===== src/core/rxb_params.svh =====
// constants for the receive buffer and status block
// assumes a 32-bit wishbone slave with byte addresses on bits [3:0]
`ifndef RXB_PARAMS_SVH
`define RXB_PARAMS_SVH

// register offsets, byte addresses
`define RXB_OFF_STATUS   4'h0
`define RXB_OFF_CONTROL  4'h4
`define RXB_OFF_DATA     4'h8
`define RXB_OFF_CONFIG   4'hc

// status register bit positions
`define RXB_ST_RXC       7
`define RXB_ST_FE        4
`define RXB_ST_DOR       3
`define RXB_ST_UPE       2

// control register bit positions
`define RXB_CT_IRQ_EN    7
`define RXB_CT_RX_EN     4
`define RXB_CT_RX9       1
`define RXB_CT_TX9       0

// config register fields
`define RXB_CF_SIZE_HI   2
`define RXB_CF_STOP      3
`define RXB_CF_PAR_LO    4
`define RXB_CF_PAR_HI    5

// reset values and frame figures
`define RXB_SIZE_RST     3'h3
`define RXB_SIZE_NINE    3'h7
`define RXB_PAR_RST      2'h0
`define RXB_BITS_MIN     4'h5
`define RXB_BITS_EIGHT   4'h8
`define RXB_BITS_NINE    4'h9

`endif


===== src/core/rxb_pkg.sv =====
// types shared by the receive buffer and status block
// assumes rxb_params.svh supplies the numeric constants
package rxb_pkg;

    // frame receiver states, one-hot
    typedef enum logic [3:0]
    {
        ST_IDLE = 4'h1,
        ST_DATA = 4'h2,
        ST_PAR  = 4'h4,
        ST_STOP = 4'h8
    } rx_state_e;

    // one buffered character with its status
    typedef struct packed
    {
        logic [8:0] data;
        logic       fe;
        logic       dor;
        logic       upe;
    } rx_entry_s;

    // two-entry buffer state
    typedef struct packed
    {
        rx_entry_s [1:0] mem;
        logic            wr_ptr;
        logic            rd_ptr;
        logic [1:0]      count;
    } fifo_state_s;

endpackage


===== src/core/rxb_parity.sv =====
// parity checker for one received frame
// assumes data bits above the frame size are already zero
`timescale 1ns/1ps

module rxb_parity
    import rxb_pkg::*;
(
    // frame contents
    input  wire logic [8:0] data,
    input  wire logic       par_bit,
    // parity mode, upper bit enables, lower bit selects odd
    input  wire logic [1:0] par_mode,
    // mismatch result
    output logic            par_err
);

    // zero bits add nothing to the xor, so no size mask is needed
    always_comb
    begin
        par_err = par_mode[1] & (^data ^ par_bit ^ par_mode[0]);
    end

endmodule


===== src/core/rxb_fifo.sv =====
// two-character receive buffer with flush
// assumes the caller never pushes while full
`timescale 1ns/1ps

module rxb_fifo
    import rxb_pkg::*;
(
    // clock and synchronised reset
    input  wire logic clk,
    input  wire logic rst_n,
    // write side
    input  wire logic push,
    input  rx_entry_s push_entry,
    output logic      full,
    // read side
    input  wire logic pop,
    output rx_entry_s head,
    output logic      empty,
    // drop everything
    input  wire logic flush
);

    fifo_state_s s_q;   // registered state
    fifo_state_s s_d;   // next state

    // pointer and count update; pop on empty is ignored
    always_comb
    begin
        s_d = s_q;
        if (push && s_q.count != 2'h2)
        begin
            s_d.mem[s_q.wr_ptr] = push_entry;
            s_d.wr_ptr = ~s_q.wr_ptr;
        end
        if (pop && s_q.count != 2'h0)
        begin
            s_d.rd_ptr = ~s_q.rd_ptr;
        end
        s_d.count = s_q.count
                  + {1'b0, push && s_q.count != 2'h2}
                  - {1'b0, pop && s_q.count != 2'h0};
        if (flush)
        begin
            s_d.count  = 2'h0;
            s_d.wr_ptr = 1'b0;
            s_d.rd_ptr = 1'b0;
        end
    end

    // state register
    always_ff @(posedge clk or negedge rst_n)
    begin
        if (!rst_n)
            s_q <= '0;
        else
            s_q <= s_d;
    end

    assign full  = (s_q.count == 2'h2);
    assign empty = (s_q.count == 2'h0);
    assign head  = s_q.mem[s_q.rd_ptr];
endmodule


===== src/core/rxb_top.sv =====
// receive buffer, status and parity logic of a serial port, with a
// wishbone register slave
// assumes bit_strobe marks each recovered bit, rx_bit its voted level
//
// Decided for this implementation: the register offsets and the Wishbone interface to the registers.
`timescale 1ns/1ps
`include "rxb_params.svh"

module rxb_top
    import rxb_pkg::*;
(
    // clock and reset
    input  wire logic        clk,
    input  wire logic        rstn,
    // wishbone slave
    input  wire logic        wb_cyc_i,
    input  wire logic        wb_stb_i,
    input  wire logic        wb_we_i,
    input  wire logic [3:0]  wb_adr_i,
    input  wire logic [3:0]  wb_sel_i,
    input  wire logic [31:0] wb_dat_i,
    output logic      [31:0] wb_dat_o,
    output logic             wb_ack_o,
    // recovered serial bits
    input  wire logic        bit_strobe,
    input  wire logic        rx_bit,
    // pin ownership and interrupt
    output logic             rx_pin_owned,
    output logic             rx_irq
);

    // top state, all in one record
    typedef struct packed
    {
        rx_state_e  st;         // frame receiver state
        logic [3:0] bit_cnt;    // data bit index
        logic [8:0] shift;      // receive shift register
        logic       par_bit;    // received parity bit
        rx_entry_s  hold;       // completed frame waiting
        logic       hold_valid; // hold holds a frame
        logic       dor_pend;   // a frame was lost
        logic       rx_en;      // receiver enable
        logic       irq_en;     // receive interrupt enable
        logic       tx_ninth;   // transmit ninth bit, stored only
        logic [2:0] char_size;  // character size select
        logic [1:0] par_mode;   // parity mode
        logic       stop_sel;   // stop bit count, no effect here
        logic       ack;        // bus answer
        logic [7:0] rdata;      // read data
    } top_state_s;

    logic [1:0] rst_sync_q;   // reset release chain
    logic       rst_n;        // synchronised reset
    top_state_s s_q;          // registered state
    top_state_s s_d;          // next state

    logic       fifo_push;    // frame into buffer
    rx_entry_s  push_entry;   // entry being pushed
    logic       fifo_full;    // two characters held
    logic       fifo_pop;     // data location read
    rx_entry_s  head;         // next readable character
    logic       fifo_empty;   // nothing to read
    logic       par_err;      // parity mismatch for shifted frame
    logic       req;          // bus request present
    logic       wr_go;        // write takes effect now
    logic [7:0] rd_mux;       // read value before capture
    logic [3:0] nbits;        // data bits per frame
    logic       start_seen;   // start bit accepted this cycle
    logic       overrun;      // overrun condition this cycle

    // reset is released through two flops, asserted at once
    always_ff @(posedge clk or negedge rstn)
    begin
        if (!rstn)
            rst_sync_q <= 2'b00;
        else
            rst_sync_q <= {rst_sync_q[0], 1'b1};
    end
    assign rst_n = rst_sync_q[1];

    // buffer of two characters
    rxb_fifo i_rxb_fifo
    (
        .clk        (clk),
        .rst_n      (rst_n),
        .push       (fifo_push),
        .push_entry (push_entry),
        .full       (fifo_full),
        .pop        (fifo_pop),
        .head       (head),
        .empty      (fifo_empty),
        .flush      (~s_q.rx_en)
    );

    // parity over the shifted data
    rxb_parity i_rxb_parity
    (
        .data     (s_q.shift),
        .par_bit  (s_q.par_bit),
        .par_mode (s_q.par_mode),
        .par_err  (par_err)
    );

    // frame length from the size select; reserved codes act as eight
    always_comb
    begin
        if (s_q.char_size == `RXB_SIZE_NINE)
            nbits = `RXB_BITS_NINE;
        else if (s_q.char_size[2])
            nbits = `RXB_BITS_EIGHT;
        else
            nbits = `RXB_BITS_MIN + {2'b00, s_q.char_size[1:0]};
    end

    // read value mux; empty buffer shows zero flags and data
    always_comb
    begin
        rd_mux = 8'h00;
        case (wb_adr_i)
            `RXB_OFF_STATUS:
            begin
                rd_mux[`RXB_ST_RXC] = ~fifo_empty;
                rd_mux[`RXB_ST_FE]  = ~fifo_empty & head.fe;
                rd_mux[`RXB_ST_DOR] = ~fifo_empty & head.dor;
                rd_mux[`RXB_ST_UPE] = ~fifo_empty & head.upe;
            end
            `RXB_OFF_CONTROL:
            begin
                rd_mux[`RXB_CT_IRQ_EN] = s_q.irq_en;
                rd_mux[`RXB_CT_RX_EN]  = s_q.rx_en;
                rd_mux[`RXB_CT_RX9]    = ~fifo_empty & head.data[8];
                rd_mux[`RXB_CT_TX9]    = s_q.tx_ninth;
            end
            `RXB_OFF_DATA:
                rd_mux = fifo_empty ? 8'h00 : head.data[7:0];
            `RXB_OFF_CONFIG:
                rd_mux = {2'b00, s_q.par_mode, s_q.stop_sel,
                          s_q.char_size};
            default:
                rd_mux = 8'h00; // unmapped reads answer zero
        endcase
    end

    // bus handshake: answer one cycle after the request is seen
    assign req      = wb_cyc_i & wb_stb_i;
    assign wr_go    = req & s_q.ack & wb_we_i & wb_sel_i[0];
    // the pop happens on the answering edge, after data was captured
    assign fifo_pop = req & s_q.ack & ~wb_we_i
                    & (wb_adr_i == `RXB_OFF_DATA);

    // start and overrun detection from the current receiver state
    assign start_seen = s_q.rx_en & s_q.st == ST_IDLE & bit_strobe
                      & ~rx_bit;
    assign overrun    = start_seen & s_q.hold_valid & fifo_full;

    // frame moves to buffer whenever room exists
    assign fifo_push  = s_q.rx_en & s_q.hold_valid & ~fifo_full;
    assign push_entry = '{data: s_q.hold.data, fe: s_q.hold.fe,
                          dor: s_q.dor_pend, upe: s_q.hold.upe};

    // next state: bus, registers and frame receiver
    always_comb
    begin
        s_d = s_q;
        s_d.ack = req & ~s_q.ack;
        // capture read data in the cycle before the answer
        if (req && !s_q.ack)
            s_d.rdata = rd_mux;
        // register writes; status has nothing writable
        if (wr_go)
        begin
            case (wb_adr_i)
                `RXB_OFF_CONTROL:
                begin
                    s_d.irq_en   = wb_dat_i[`RXB_CT_IRQ_EN];
                    s_d.rx_en    = wb_dat_i[`RXB_CT_RX_EN];
                    s_d.tx_ninth = wb_dat_i[`RXB_CT_TX9];
                end
                `RXB_OFF_CONFIG:
                begin
                    s_d.char_size = wb_dat_i[`RXB_CF_SIZE_HI:0];
                    s_d.stop_sel  = wb_dat_i[`RXB_CF_STOP];
                    s_d.par_mode  =
                        wb_dat_i[`RXB_CF_PAR_HI:`RXB_CF_PAR_LO];
                end
                default:
                    s_d.rx_en = s_q.rx_en; // status writes ignored
            endcase
        end
        // handing the waiting frame over clears the lost-frame mark
        if (fifo_push)
        begin
            s_d.hold_valid = 1'b0;
            s_d.dor_pend   = 1'b0;
        end
        // frame receiver, one step per recovered bit
        case (s_q.st)
            ST_IDLE:
                if (start_seen)
                begin
                    s_d.st      = ST_DATA;
                    s_d.bit_cnt = 4'h0;
                    s_d.shift   = 9'h000; // upper bits stay zero
                    if (overrun)
                    begin
                        // the waiting frame is overwritten by the new one
                        s_d.dor_pend   = 1'b1;
                        s_d.hold_valid = 1'b0;
                    end
                end
            ST_DATA:
                if (bit_strobe)
                begin
                    s_d.shift[s_q.bit_cnt] = rx_bit;
                    s_d.bit_cnt = s_q.bit_cnt + 4'h1;
                    if (s_q.bit_cnt == nbits - 4'h1)
                        s_d.st = s_q.par_mode[1] ? ST_PAR : ST_STOP;
                end
            ST_PAR:
                if (bit_strobe)
                begin
                    s_d.par_bit = rx_bit;
                    s_d.st      = ST_STOP;
                end
            ST_STOP:
                // only the first stop bit; a second one looks idle
                if (bit_strobe)
                begin
                    s_d.hold.data  = s_q.shift;
                    s_d.hold.fe    = ~rx_bit;
                    s_d.hold.upe   = par_err;
                    s_d.hold.dor   = 1'b0;
                    s_d.hold_valid = 1'b1;
                    s_d.st         = ST_IDLE;
                end
            default:
                s_d.st = ST_IDLE;
        endcase
        // disabling drops the frame in flight and all waiting data
        if (!s_q.rx_en)
        begin
            s_d.st         = ST_IDLE;
            s_d.hold_valid = 1'b0;
            s_d.dor_pend   = 1'b0;
        end
    end

    // state register
    always_ff @(posedge clk or negedge rst_n)
    begin
        if (!rst_n)
        begin
            s_q           <= '0;
            s_q.st        <= ST_IDLE;
            s_q.char_size <= `RXB_SIZE_RST;
            s_q.par_mode  <= `RXB_PAR_RST;
        end
        else
            s_q <= s_d;
    end

    // outputs
    assign wb_ack_o     = s_q.ack;
    assign wb_dat_o     = {24'h000000, s_q.rdata};
    assign rx_pin_owned = s_q.rx_en;
    // error flags deliberately play no part here
    assign rx_irq       = s_q.irq_en & ~fifo_empty;
endmodule


===== config.mk =====
export PLATFORM = sky130hd
export DESIGN_NAME = rxb_top
export DESIGN_NICKNAME = d
export VERILOG_FILES = /design/src/core/rxb_pkg.sv /design/src/core/rxb_parity.sv /design/src/core/rxb_fifo.sv /design/src/core/rxb_top.sv
export VERILOG_INCLUDE_DIRS = /design/src /design/src/core
export SDC_FILE = /design/constraint.sdc
export NUM_CORES = 1
export LEC_CHECK = 0
export ABC_AREA = 0
export BUFFER_PORTS_ARGS = -buffer_cell sky130_fd_sc_hd__buf_4
export CORE_MARGIN = 4
export CORE_UTILIZATION = 45
export DETAILED_ROUTE_END_ITERATION = 10
export PLACE_DENSITY = 0.78
export SYNTH_ARGS = -nofsm -noshare
export SYNTH_HDL_FRONTEND = slang
export SYNTH_SLANG_ARGS = --single-unit

===== constraint.sdc =====
create_clock -name clk -period 2.43 [get_ports clk]
set_input_delay 0.486 -clock clk [delete_from_list [all_inputs] [get_ports clk]]
set_output_delay 0.486 -clock clk [all_outputs]
set_load 0.02 [all_outputs]

==> results.sh, run 1 <==
export IMPL_timing_final_setup_violations=0
export IMPL_remaining_drc_errors=0
export IMPL_dieArea_um2=11000
export IMPL_gp_congestion=0.811
export IMPL_cp_end_kind="flop"
export IMPL_grt_antenna_before_repair=0
export IMPL_vdd_ir_drop_max_mv=0.215
export IMPL_regToRegStartpoint="s_q[13]"
export IMPL_cts_root_buf="clkbuf_8"
export IMPL_avg_synthesized_cell_area_um2=11.1
export IMPL_setup_worst_path_class="flop to flop"
export IMPL_clk_latency_ps=360
export IMPL_timing_fmax_mhz=430
export IMPL_drtAntennaViolNets=0
export IMPL_yosys_register_bits=79
export IMPL_wl_mm=7.93
export IMPL_fin_area_um2=4660
export IMPL_layout_min_cycle_time_ps=2320
export IMPL_overflow=0
export IMPL_clk_pin_slew_worst_paths_ps=90
export IMPL_finalHoldViolCount=0
export IMPL_port_buffer_count=29
export IMPL_timing_hold_worst_class="flop to async pin"
export IMPL_power_sequential_fraction=0.508
export IMPL_critical_path_peak_fanout=5
export IMPL_ys_async_rst_share=1.00
export IMPL_start_kind="flop"
export IMPL_floorplan_initialDensity=0.459
export IMPL_ys_seq_area_frac=0.469
export IMPL_grtUsageTotal=0.150
export IMPL_p_int_mw=2.01
export IMPL_drt_initial_drc_count=119
export IMPL_portion_of_the_clock_cycle_consumed_by_the_worst_path_in_the_final_layout=0.956
export IMPL_num_antenna_cells=0
export IMPL_power_switching_share=0.250
export IMPL_worstPathBufferInverterCount=0
export IMPL_clock_tree_buffer_depth=2
export IMPL_share_comb_of_total_power=0.089
export IMPL_cp_common_cell="ha_2"
export IMPL_synth_enable_flop_cells=0
export IMPL_synth_ff_type="dfrtp_1"
export IMPL_drv_slew=0
export IMPL_timing_critical_path_slowest_stage_cell="dfstp_2"
export IMPL_core_rowCount=35
export IMPL_via_count_of_the_first_global_routing_pass=2727
export IMPL_core_area_um2=9200
export IMPL_max_cap_violations=0
export IMPL_yosysWarnings=0
export IMPL_worst_setup_slack_before_clock_tree_synthesis_ps=77.6
export IMPL_total_switching_power_mw=0.672
export IMPL_final_core_utilization=0.507
export IMPL_synthesis_instances=379
export IMPL_crit_path_max_incr_delay_ps=540
export IMPL_critical_path_arrival_ps=2540
export IMPL_status="finished clean"
export IMPL_timing_final_ws_setup_ps=107
export IMPL_areaGrowthSynthToFinish_pct=10.5
export IMPL_crit_family="flip-flops"
export IMPL_drtPass1Iterations=4
export IMPL_tritoncts="built"
export IMPL_powerDensity_nw_per_um2=576
export IMPL_max_slew_margin_rel=0.584
export IMPL_final_net_count=460
export IMPL_grt_max_degree=78
export IMPL_floorplan_io_pins=82
export IMPL_die_height_um=105
export IMPL_place_hpwl_mm=5.82
export IMPL_critPathRequiredTime_ps=2650
export IMPL_vias_per_cell=5.30
export IMPL_synth_top_area_cell="dfrtp_1"
export IMPL_power_share_clock=0.403
export IMPL_cts_sinks=79
export IMPL_synth_top_cells_by_area="dfrtp_1 (45%), mux2_2 (12%), buf_4 (6.4%), mux2i_1 (4.0%), xnor2_1 (3.5%)"
export IMPL_worst_r2r_endpoint="s_q[47]"
export IMPL_postCtsSetupRepairBufs=0
export IMPL_r2r_slack_ps=110
export IMPL_fin_worst_skew_ps=11.0
export IMPL_final_layout_size_suffix_gt1_frac=0.295
export IMPL_reg2reg_depth=8
export IMPL_grt_first_pass_wirelength_mm=13.1
export IMPL_cts_max_level=3
export IMPL_leakagePower_nw=2.18
export IMPL_setup_tns_final_ps=0
export IMPL_rsz0062_at_grt="no"
export IMPL_dr_total_vias=2761
export IMPL_worst_slew_pin_slew_ps=624
export IMPL_worstPathCellList="ha_2 -> a21oi_1 -> ha_2 -> xnor2_4 -> mux2i_1 -> or3_4 -> a211oi_4 -> a31oi_1"
export IMPL_fp_dieW_um=105
export IMPL_syn_area_um2=4220
export IMPL_dpl_instance_area_um2=4420
export IMPL_synthDominantCellAreaShare=0.451
export IMPL_detail_route_wl_per_cell_um=15.2
export IMPL_cts_buffers=9
export IMPL_synth_distinct_cells=58
-- kinds of logic after synthesis --
family                   count (synthesis)  share of synthesized area
AND/OR/NAND/NOR                        100                      0.135
flip-flops                              79                      0.469
multiplexers                            62                      0.160
buffers and inverters                   60                     0.0904
AO/OA/AOI/OAI                           48                     0.0738
XOR/XNOR                                20                     0.0460
adder cells (fa/ha/maj)                  8                     0.0237
other                                    2                    0.00178
-- Yosys cell counts (4+ instances only) --
cell / instances
a21oi_1: 10
buf_2: 5
buf_4: 36
clkbuf_1: 5
dfrtp_1: 76
ha_1: 8
inv_1: 12
mux2_2: 44
mux2i_1: 17
nand2_1: 38
nand2b_1: 5
nand3_1: 4
nor2_1: 16
nor2b_1: 4
o21ai_0: 16
xnor2_1: 17
-- final cells by class --
cell class,count,area (um2)
fillers,800,4530
multi-input cells,263,1960
repair buffers,40,315
inverters,12,45.0
well taps,111,139
clock buffers,10,128
clock inverters,6,93.8
flip-flops and latches,79,1980
-- cell usage in the layout, fill, tap and decap left out, types with 3 or more instances in the layout --
master and n:
nor2_1 16, xnor2_1 17, dfstp_2 3, a21oi_1 10, ha_1 6, nand3_1 4, a221oi_1 3, dfrtp_1 75
nor3_1 3, mux2_2 44, mux2i_1 17, o21ai_0 16, inv_1 12, clkbuf_8 9, buf_4 38, nand2b_1 5
nor2b_1 4, conb_1 25, nor4b_1 3, and2_1 3, nand2_1 38, a31oi_1 3
-- sequential cells by signal (all words and copies together) (netlist names) --
register	cells
i_rxb_fifo.s_q	28
s_q	27
push_entry	12
wb_dat_o	8
rst_sync_q	2
rx_pin_owned	1
wb_ack_o	1
-- worst max-delay path by stage --
| stage | from | to | slack (ps) | depth (start not counted) |
|---|---|---|---|---|
| 6_report | s_q[13] | s_q[47] | 110 | 8 |
| 5_1_grt | s_q[13] | s_q[47] | 7 | 8 |
| 4_1_cts | s_q[13] | s_q[47] | 40 | 8 |
| 3_5_place_dp | s_q[12] | s_q[47] | 80 | 8 |
| 3_3_place_gp | s_q[12] | s_q[47] | 140 | 8 |
| 2_1_floorplan | rst_sync_q[1] | i_rxb_fifo.s_q[0] | 70 | 0 |
-- per-stage QoR --
stage | std cells | hold WS [ps] | power (mW)
after floorplan | 402 | 190 | 1.59
after global placement | 504 | 269 | 1.62
after detailed placement | 504 | 269 | 1.63
after CTS | 521 | 333 | 2.70
after global routing | 521 | 349 | 2.79
final | 521 | 282 | 2.69
-- layer usage --
| layer | track usage | up-vias | wire [um] |
|---|---|---|---|
| met3 | 0.0334 | 19 | 462 |
| met1 | 0.188 | 1346 | 3480 |
| li1 | - | 1313 | - |
| met4 | 0.0815 | 0 | 231 |
| met2 | 0.242 | 83 | 3760 |
| met5 | 0 | - | 0 |
-- power by group through the flow --
stage | logic [mW] | registers [mW] | clock network, mW
final | 0.240 | 1.36 | 1.08
after global routing | 0.269 | 1.37 | 1.15
after CTS | 0.239 | 1.36 | 1.10
after detailed placement | 0.237 | 1.39 | 0
after global placement | 0.230 | 1.39 | 0
after floorplan | 0.192 | 1.40 | 0
-- what timing repair did --
item,CTS,global route
hold buffers,1,0
resized for setup,0,4
endpoints found under the setup margin,0,3
hold endpoints to repair,2,0
No activity file was read; power rests on OpenSTA's default activity.
==> run 2: changes to the inputs <==
--- a/config.mk
+++ b/config.mk
@@ -12,6 +12,7 @@
 export CORE_UTILIZATION = 45
 export DETAILED_ROUTE_END_ITERATION = 10
 export PLACE_DENSITY = 0.78
+export REMOVE_ABC_BUFFERS = 1
 export SYNTH_ARGS = -nofsm -noshare
 export SYNTH_HDL_FRONTEND = slang
 export SYNTH_SLANG_ARGS = --single-unit
==> run 2 against run 1 <==
  * Core utilization fell by 0.19 points
  * Final area fell by 0.38%
  * Sequential power barely moved
  * Clock skew fell by 3.1 ps
  * Combinational power barely moved
  * Largest cell class unchanged
  * Worst hold slack improved by 3.5 ps
  * Critical path type unchanged
  * Clock power barely moved
  * First-iteration DRC count fell by 44%
  * Maximum frequency rose by 2.2%
  * Via count fell by 1.5%
==> results.sh, run 2 (synthesized netlist as in run 1, its figures left out) <==
export IMPL_dr_total_vias=2720
export IMPL_grt_first_pass_wirelength_mm=13.0
export IMPL_final_common_cell="dfrtp_1"
export IMPL_leakagePower_nw=2.16
export IMPL_grtUsageTotal=0.146
export IMPL_status="finished clean"
export IMPL_cts_max_level=3
export IMPL_registers_top_by_ff_count="i_rxb_fifo.s_q"
export IMPL_share_comb_of_total_power=0.088
export IMPL_fin_worst_skew_ps=7.91
export IMPL_die_height_um=105
export IMPL_p_int_mw=2.03
export IMPL_total_switching_power_mw=0.657
export IMPL_grt_antenna_before_repair=0
export IMPL_cts_buffers=9
export IMPL_drv_slew=0
export IMPL_detail_route_wl_per_cell_um=14.9
export IMPL_critical_path_arrival_ps=2490
export IMPL_critical_path_peak_fanout=5
export IMPL_place_inst=500
export IMPL_power_share_clock=0.404
export IMPL_core_rowCount=35
export IMPL_critPathRequiredTime_ps=2650
export IMPL_drt_initial_drc_count=67
export IMPL_via_count_of_the_first_global_routing_pass=2721
export IMPL_postCtsSetupRepairBufs=0
export IMPL_timing_hold_worst_class="flop to async pin"
export IMPL_gp_congestion=0.834
export IMPL_timing_final_ws_setup_ps=156
export IMPL_remaining_drc_errors=0
export IMPL_layout_min_cycle_time_ps=2270
export IMPL_num_antenna_cells=0
export IMPL_setup_worst_path_class="flop to flop"
export IMPL_place_hpwl_mm=5.62
export IMPL_cts_root_buf="clkbuf_8"
export IMPL_setup_tns_final_ps=0
export IMPL_power_switching_share=0.244
export IMPL_worst_slew_pin_slew_ps=644
export IMPL_fp_dieW_um=105
export IMPL_cts_sinks=79
export IMPL_largest_register_ffs=28
export IMPL_overflow=0
export IMPL_final_layout_size_suffix_gt1_frac=0.288
export IMPL_clk_latency_ps=350
export IMPL_floorplan_initialDensity=0.459
export IMPL_wl_mm=7.70
export IMPL_worst_setup_slack_before_clock_tree_synthesis_ps=99.4
export IMPL_rsz0062_at_grt="no"
export IMPL_drtPass1Iterations=4
export IMPL_portion_of_the_clock_cycle_consumed_by_the_worst_path_in_the_final_layout=0.936
export IMPL_timing_final_setup_violations=0
export IMPL_drtAntennaViolNets=0
export IMPL_max_slew_margin_rel=0.571
export IMPL_layout_cells_most_common_list="dfrtp_1 (75), mux2_2 (44), nand2_1 (38), buf_4 (34), conb_1 (25)"
export IMPL_cp_end_kind="flop"
export IMPL_max_cap_violations=0
export IMPL_tritoncts="built"
export IMPL_clk_pin_slew_worst_paths_ps=80
export IMPL_p_total_mw=2.69
export IMPL_layout_filler_cells=823
export IMPL_finalHoldViolCount=0
export IMPL_finalNonFillerCells=517
export IMPL_floorplan_io_pins=82
export IMPL_final_net_count=456
export IMPL_start_kind="flop"
export IMPL_vias_per_cell=5.26
export IMPL_vdd_ir_drop_max_mv=0.261
export IMPL_powerDensity_nw_per_um2=579
export IMPL_timing_fmax_mhz=440
export IMPL_port_buffer_count=29
export IMPL_areaGrowthSynthToFinish_pct=10.1
export IMPL_clock_tree_buffer_depth=2
export IMPL_power_sequential_fraction=0.508
export IMPL_core_area_um2=9200
export IMPL_grt_max_degree=78
export IMPL_dieArea_um2=11000
## run 2: cell count changes in the layout (fill, tap and decap cells not counted), sizes merged
| cell | previous run | this run |
|---|---|---|
| buf | 39 | 35 |
| clkinv | 2 | 0 |
| clkinvlp | 1 | 3 |
| clkbuf | 10 | 11 |
| inv | 13 | 12 |
## run 2: worst paths after layout
| path | cells past startpoint | startpoint | slack [ps] | end |
|---|---|---|---|---|
| max | 9 | s_q[12] | 160 | s_q[47] |
| min | 1 | rst_sync_q[1] | 290 | wb_ack_o |
| max reg2reg | 9 | s_q[12] | 160 | s_q[47] |
| min reg2reg | 1 | rst_sync_q[1] | 290 | wb_ack_o |
| max in group asynchronous | 1 | rst_sync_q[1] | 1770 | s_q[12] |
| min in group clk | 0 | rst_sync_q[0] | 350 | rst_sync_q[1] |
## run 2: what timing repair did
| item | in CTS | in global routing |
|---|---|---|
| hold endpoints to repair | 2 | 0 |
| setup endpoints to repair | 0 | 3 |
| gates resized for setup | 0 | 5 |
| hold buffers | 1 | 0 |
## run 2: stage by stage
step | hold WS [ps] | utilization | cell area (um2)
after floorplan | 190 | - | 3970
after global placement | 268 | 0.477 | 4390
after detailed placement | 269 | 0.477 | 4390
after CTS | 330 | 0.502 | 4620
after global routing | 351 | 0.505 | 4650
final | 285 | 0.505 | 4650
## run 2: worst max-delay path: stages, from the launching register on
cell and delay (ps):
dfstp_2 560, buf_4 140, nor2_1 60, a21oi_1 140, ha_2 240, xnor2_4 140
mux2i_1 100, or3_4 350, a211oi_4 300, a31oi_1 120
## run 2: cell type report
| type | count | area (um2) | share of cell area |
|---|---|---|---|
| multi-input combinational | 263 | 1970 | 0.424 |
| timing repair buffer | 36 | 285 | 0.0614 |
| tap | 111 | 139 | 0.0299 |
| sequential | 79 | 1980 | 0.426 |
| inverter | 12 | 45.0 | 0.00969 |
| clock inverter | 5 | 82.6 | 0.0178 |
| clock buffer | 11 | 141 | 0.0304 |
## run 2: power groups by stage
stage	clock network, mW	logic (mW)	registers, mW
floorplan	0	0.144	1.40
global placement	0	0.227	1.39
detailed placement	0	0.235	1.39
CTS	1.10	0.237	1.37
global route	1.15	0.267	1.37
finish	1.09	0.237	1.37
## run 2: layer usage
| metal | routed length, um | up-vias | track usage |
|---|---|---|---|
| li1 | - | 1295 | - |
| met1 | 3530 | 1332 | 0.198 |
| met2 | 3600 | 78 | 0.228 |
| met3 | 426 | 15 | 0.0364 |
| met4 | 150 | 0 | 0.0506 |
| met5 | 0 | - | 0 |
==> run 3: changes to the inputs <==
--- a/config.mk
+++ b/config.mk
@@ -13,6 +13,8 @@
 export DETAILED_ROUTE_END_ITERATION = 10
 export PLACE_DENSITY = 0.78
 export REMOVE_ABC_BUFFERS = 1
+export SKIP_LAST_GASP = 1
 export SYNTH_ARGS = -nofsm -noshare
 export SYNTH_HDL_FRONTEND = slang
+export SYNTH_HIERARCHICAL = 1
 export SYNTH_SLANG_ARGS = --single-unit
==> run 3 against run 2 <==
  * Area after synthesis grew 0.42%
  * First-iteration DRC count rose by 25%
  * Sequential share of layout area is 0.37 points lower
  * Clock-buffer cell count unchanged
  * Largest cell class is now multi-input gates
  * Synthesized cell count grew 0.79%
  * Clock power down 10%
  * Flip-flop and latch count is the same
==> results.sh, run 3 <==
export IMPL_status="finished clean"
export IMPL_portion_of_the_clock_cycle_consumed_by_the_worst_path_in_the_final_layout=0.960
export IMPL_synth_top_cells_by_count="dfrtp_1 (76), nand2_1 (39), buf_4 (34), mux2_2 (29)"
export IMPL_regToRegStartpoint="s_q[12]"
export IMPL_worst_slew_pin_slew_ps=968
export IMPL_timing_final_setup_violations=0
export IMPL_fin_area_um2=4690
export IMPL_registers_top_by_ff_count="i_rxb_fifo/s_q"
export IMPL_drt_initial_drc_count=84
export IMPL_worstPathBufferInverterCount=0
export IMPL_synthesis_instances=382
export IMPL_synth_top_cells_by_area="dfrtp_1 (45%), mux2_2 (7.7%), buf_4 (6.0%), mux2_4 (3.9%), mux2_1 (3.5%)"
export IMPL_worst_r2r_endpoint="s_q[47]"
export IMPL_yosysWarnings=6
export IMPL_cts_sinks=79
export IMPL_synth_distinct_cells=59
export IMPL_dieArea_um2=11000
export IMPL_layout_min_cycle_time_ps=2330
export IMPL_cp_common_cell="ha_4"
export IMPL_final_common_cell="dfrtp_1"
export IMPL_cts_max_level=3
export IMPL_clk_pin_slew_worst_paths_ps=80
export IMPL_synthDominantCellAreaShare=0.449
export IMPL_final_layout_size_suffix_gt1_frac=0.276
export IMPL_ys_async_rst_share=1.00
export IMPL_power_sequential_fraction=0.503
export IMPL_clk_latency_ps=350
export IMPL_drtPass1Iterations=4
export IMPL_num_antenna_cells=0
export IMPL_cts_buffers=9
export IMPL_place_hpwl_mm=5.93
export IMPL_setup_worst_path_class="flop to flop"
export IMPL_critPathRequiredTime_ps=2670
export IMPL_layout_cells_most_common_list="dfrtp_1 (75), nand2_1 (38), buf_4 (37), mux2_2 (29), conb_1 (25)"
export IMPL_ys_seq_area_frac=0.467
export IMPL_total_area_of_multi_input_combinational_cells_um2=2030
export IMPL_synth_top_area_cell="dfrtp_1"
export IMPL_synth_compound_gate_area_share=0.0865
export IMPL_core_area_um2=9200
export IMPL_yosys_register_bits=79
export IMPL_post_synth_mux_area_share=0.177
export IMPL_grt_max_degree=78
export IMPL_wl_mm=8.08
export IMPL_largest_register_ffs=28
export IMPL_cts_root_buf="clkbuf_8"
export IMPL_critical_path_arrival_ps=2570
export IMPL_syn_area_um2=4240
export IMPL_tritoncts="built"
export IMPL_hold_slack_ps=341
export IMPL_port_buffer_count=29
export IMPL_grt_first_pass_wirelength_mm=13.4
export IMPL_synth_enable_flop_cells=0
export IMPL_synth_ff_type="dfrtp_1"
export IMPL_finalHoldViolCount=0
export IMPL_fp_dieW_um=105
export IMPL_detail_route_wl_per_cell_um=15.3
export IMPL_dr_total_vias=2767
export IMPL_drtAntennaViolNets=0
export IMPL_power_share_clock=0.332
export IMPL_final_core_utilization=0.510
export IMPL_most_frequent_cell_after_synthesis="dfrtp_1"
export IMPL_power_switching_share=0.292
export IMPL_layout_filler_cells=794
export IMPL_share_comb_of_total_power=0.165
export IMPL_synth_xor_xnor_area_share=0.0425
export IMPL_fin_worst_skew_ps=10.2
export IMPL_areaGrowthSynthToFinish_pct=10.7
export IMPL_regArea_um2=1980
export IMPL_reg2reg_depth=9
export IMPL_drv_slew=0
export IMPL_worstPathCellList="ha_4 -> a21oi_2 -> ha_4 -> xnor2_4 -> mux2i_1 -> or3_4 -> a211oi_4 -> o21ai_1 -> a31o_1"
export IMPL_total_switching_power_mw=0.862
export IMPL_min_path_cells=3
export IMPL_gp_congestion=0.873
export IMPL_core_rowCount=35
export IMPL_floorplan_io_pins=82
export IMPL_worst_hold_path_endpoint="s_q[9]"
export IMPL_grt_antenna_before_repair=0
export IMPL_synth_simple_area_share=0.116
export IMPL_max_cap_violations=0
export IMPL_timing_fmax_mhz=429
export IMPL_setup_tns_final_ps=0
export IMPL_crit_family="compound AO/OA/AOI/OAI gates"
export IMPL_via_count_of_the_first_global_routing_pass=2737
export IMPL_powerDensity_nw_per_um2=629
export IMPL_timing_hold_worst_class="input pin to flop"
export IMPL_floorplan_initialDensity=0.461
export IMPL_vdd_ir_drop_max_mv=0.369
export IMPL_vias_per_cell=5.24
export IMPL_main_combinational_cell_family_by_area_after_synthesis="multiplexers"
export IMPL_max_slew_margin_rel=0.355
export IMPL_clock_tree_buffer_depth=2
export IMPL_leakagePower_nw=2.29
export IMPL_grtUsageTotal=0.151
export IMPL_post_synthesis_adder_cell_area_fraction=0.0236
export IMPL_timing_critical_path_slowest_stage_cell="dfstp_2"
export IMPL_remaining_drc_errors=0
export IMPL_final_net_count=467
export IMPL_cp_end_kind="flop"
export IMPL_start_kind="flop"
export IMPL_die_height_um=105
export IMPL_critical_path_peak_fanout=5
export IMPL_r2r_slack_ps=100
export IMPL_p_int_mw=2.09
export IMPL_overflow=0
export IMPL_dpl_instance_area_um2=4420
export IMPL_crit_path_max_incr_delay_ps=580
export IMPL_p_total_mw=2.95
export IMPL_avg_synthesized_cell_area_um2=11.1
export IMPL_timing_hold_worst_start="wb_dat_i[3]"
export IMPL_rsz0062_at_grt="no"
## run 3: area by class of cell
class,count,share of cell area
multi-input combinational,270,0.432
sequential,79,0.423
timing repair buffer,38,0.0613
clock buffer,11,0.0301
tap,111,0.0296
clock inverter,5,0.0125
inverter,14,0.0112
## run 3: worst min-delay path: cells and delay by family
| kind | cells | cell delay, ps |
|---|---|---|
| buffers and inverters | 1 | 80 |
| AOI/OAI and AO/OA | 1 | 60 |
| and+or+nand+nor | 1 | 30 |
## run 3: worst max path at each step
stage,endpoint,start,cells past startpoint
global route,s_q[47],s_q[12],9
global placement,s_q[47],s_q[12],9
floorplan,i_rxb_fifo/s_q[0],rst_sync_q[1],0
finish,s_q[47],s_q[12],9
detailed placement,s_q[47],s_q[12],9
CTS,s_q[47],s_q[12],9
## run 3: layer usage
layer	GRT usage	wire length [um]	vias up
met4	0.0300	66	0
li1	-	-	1337
met5	0	0	-
met3	0.0414	339	10
met1	0.201	3680	1357
met2	0.249	3990	63
## run 3: kinds of logic (layout without fill, tap and decap cells)
logic type                 count (synthesis)  in the layout
adders and majority gates                  8              8
buffers and inverters                     56             68
and+or+nand+nor                          101            101
muxes                                     64             64
other                                      2             25
DFF                                       79             79
xor gates and xnor gates                  16             16
AOI/OAI and AO/OA                         56             56
## run 3: stage by stage
stage | setup slack (ps) | cells
after floorplan | 72.1 | 363
after global placement | 71.0 | 509
after detailed placement | 3.70 | 509
after CTS | 1.68 | 526
after global routing | 5.73 | 528
final | 97.3 | 528
## run 3: repair_timing
| item | 4_1_cts | 5_1_grt |
|---|---|---|
| hold buffers | 1 | 0 |
| hold endpoints to repair | 2 | 0 |
| setup buffers | 0 | 2 |
| setup endpoints to repair | 0 | 3 |
| resized for setup | 0 | 9 |
## run 3: power by group through the flow
stage                     logic (mW)  clock network [mW]  registers, mW
after global routing           0.539                1.05           1.50
after floorplan                0.353                   0           1.49
final                          0.487               0.980           1.49
after global placement         0.458                   0           1.51
after detailed placement       0.477                   0           1.51
after CTS                      0.480                1.00           1.49
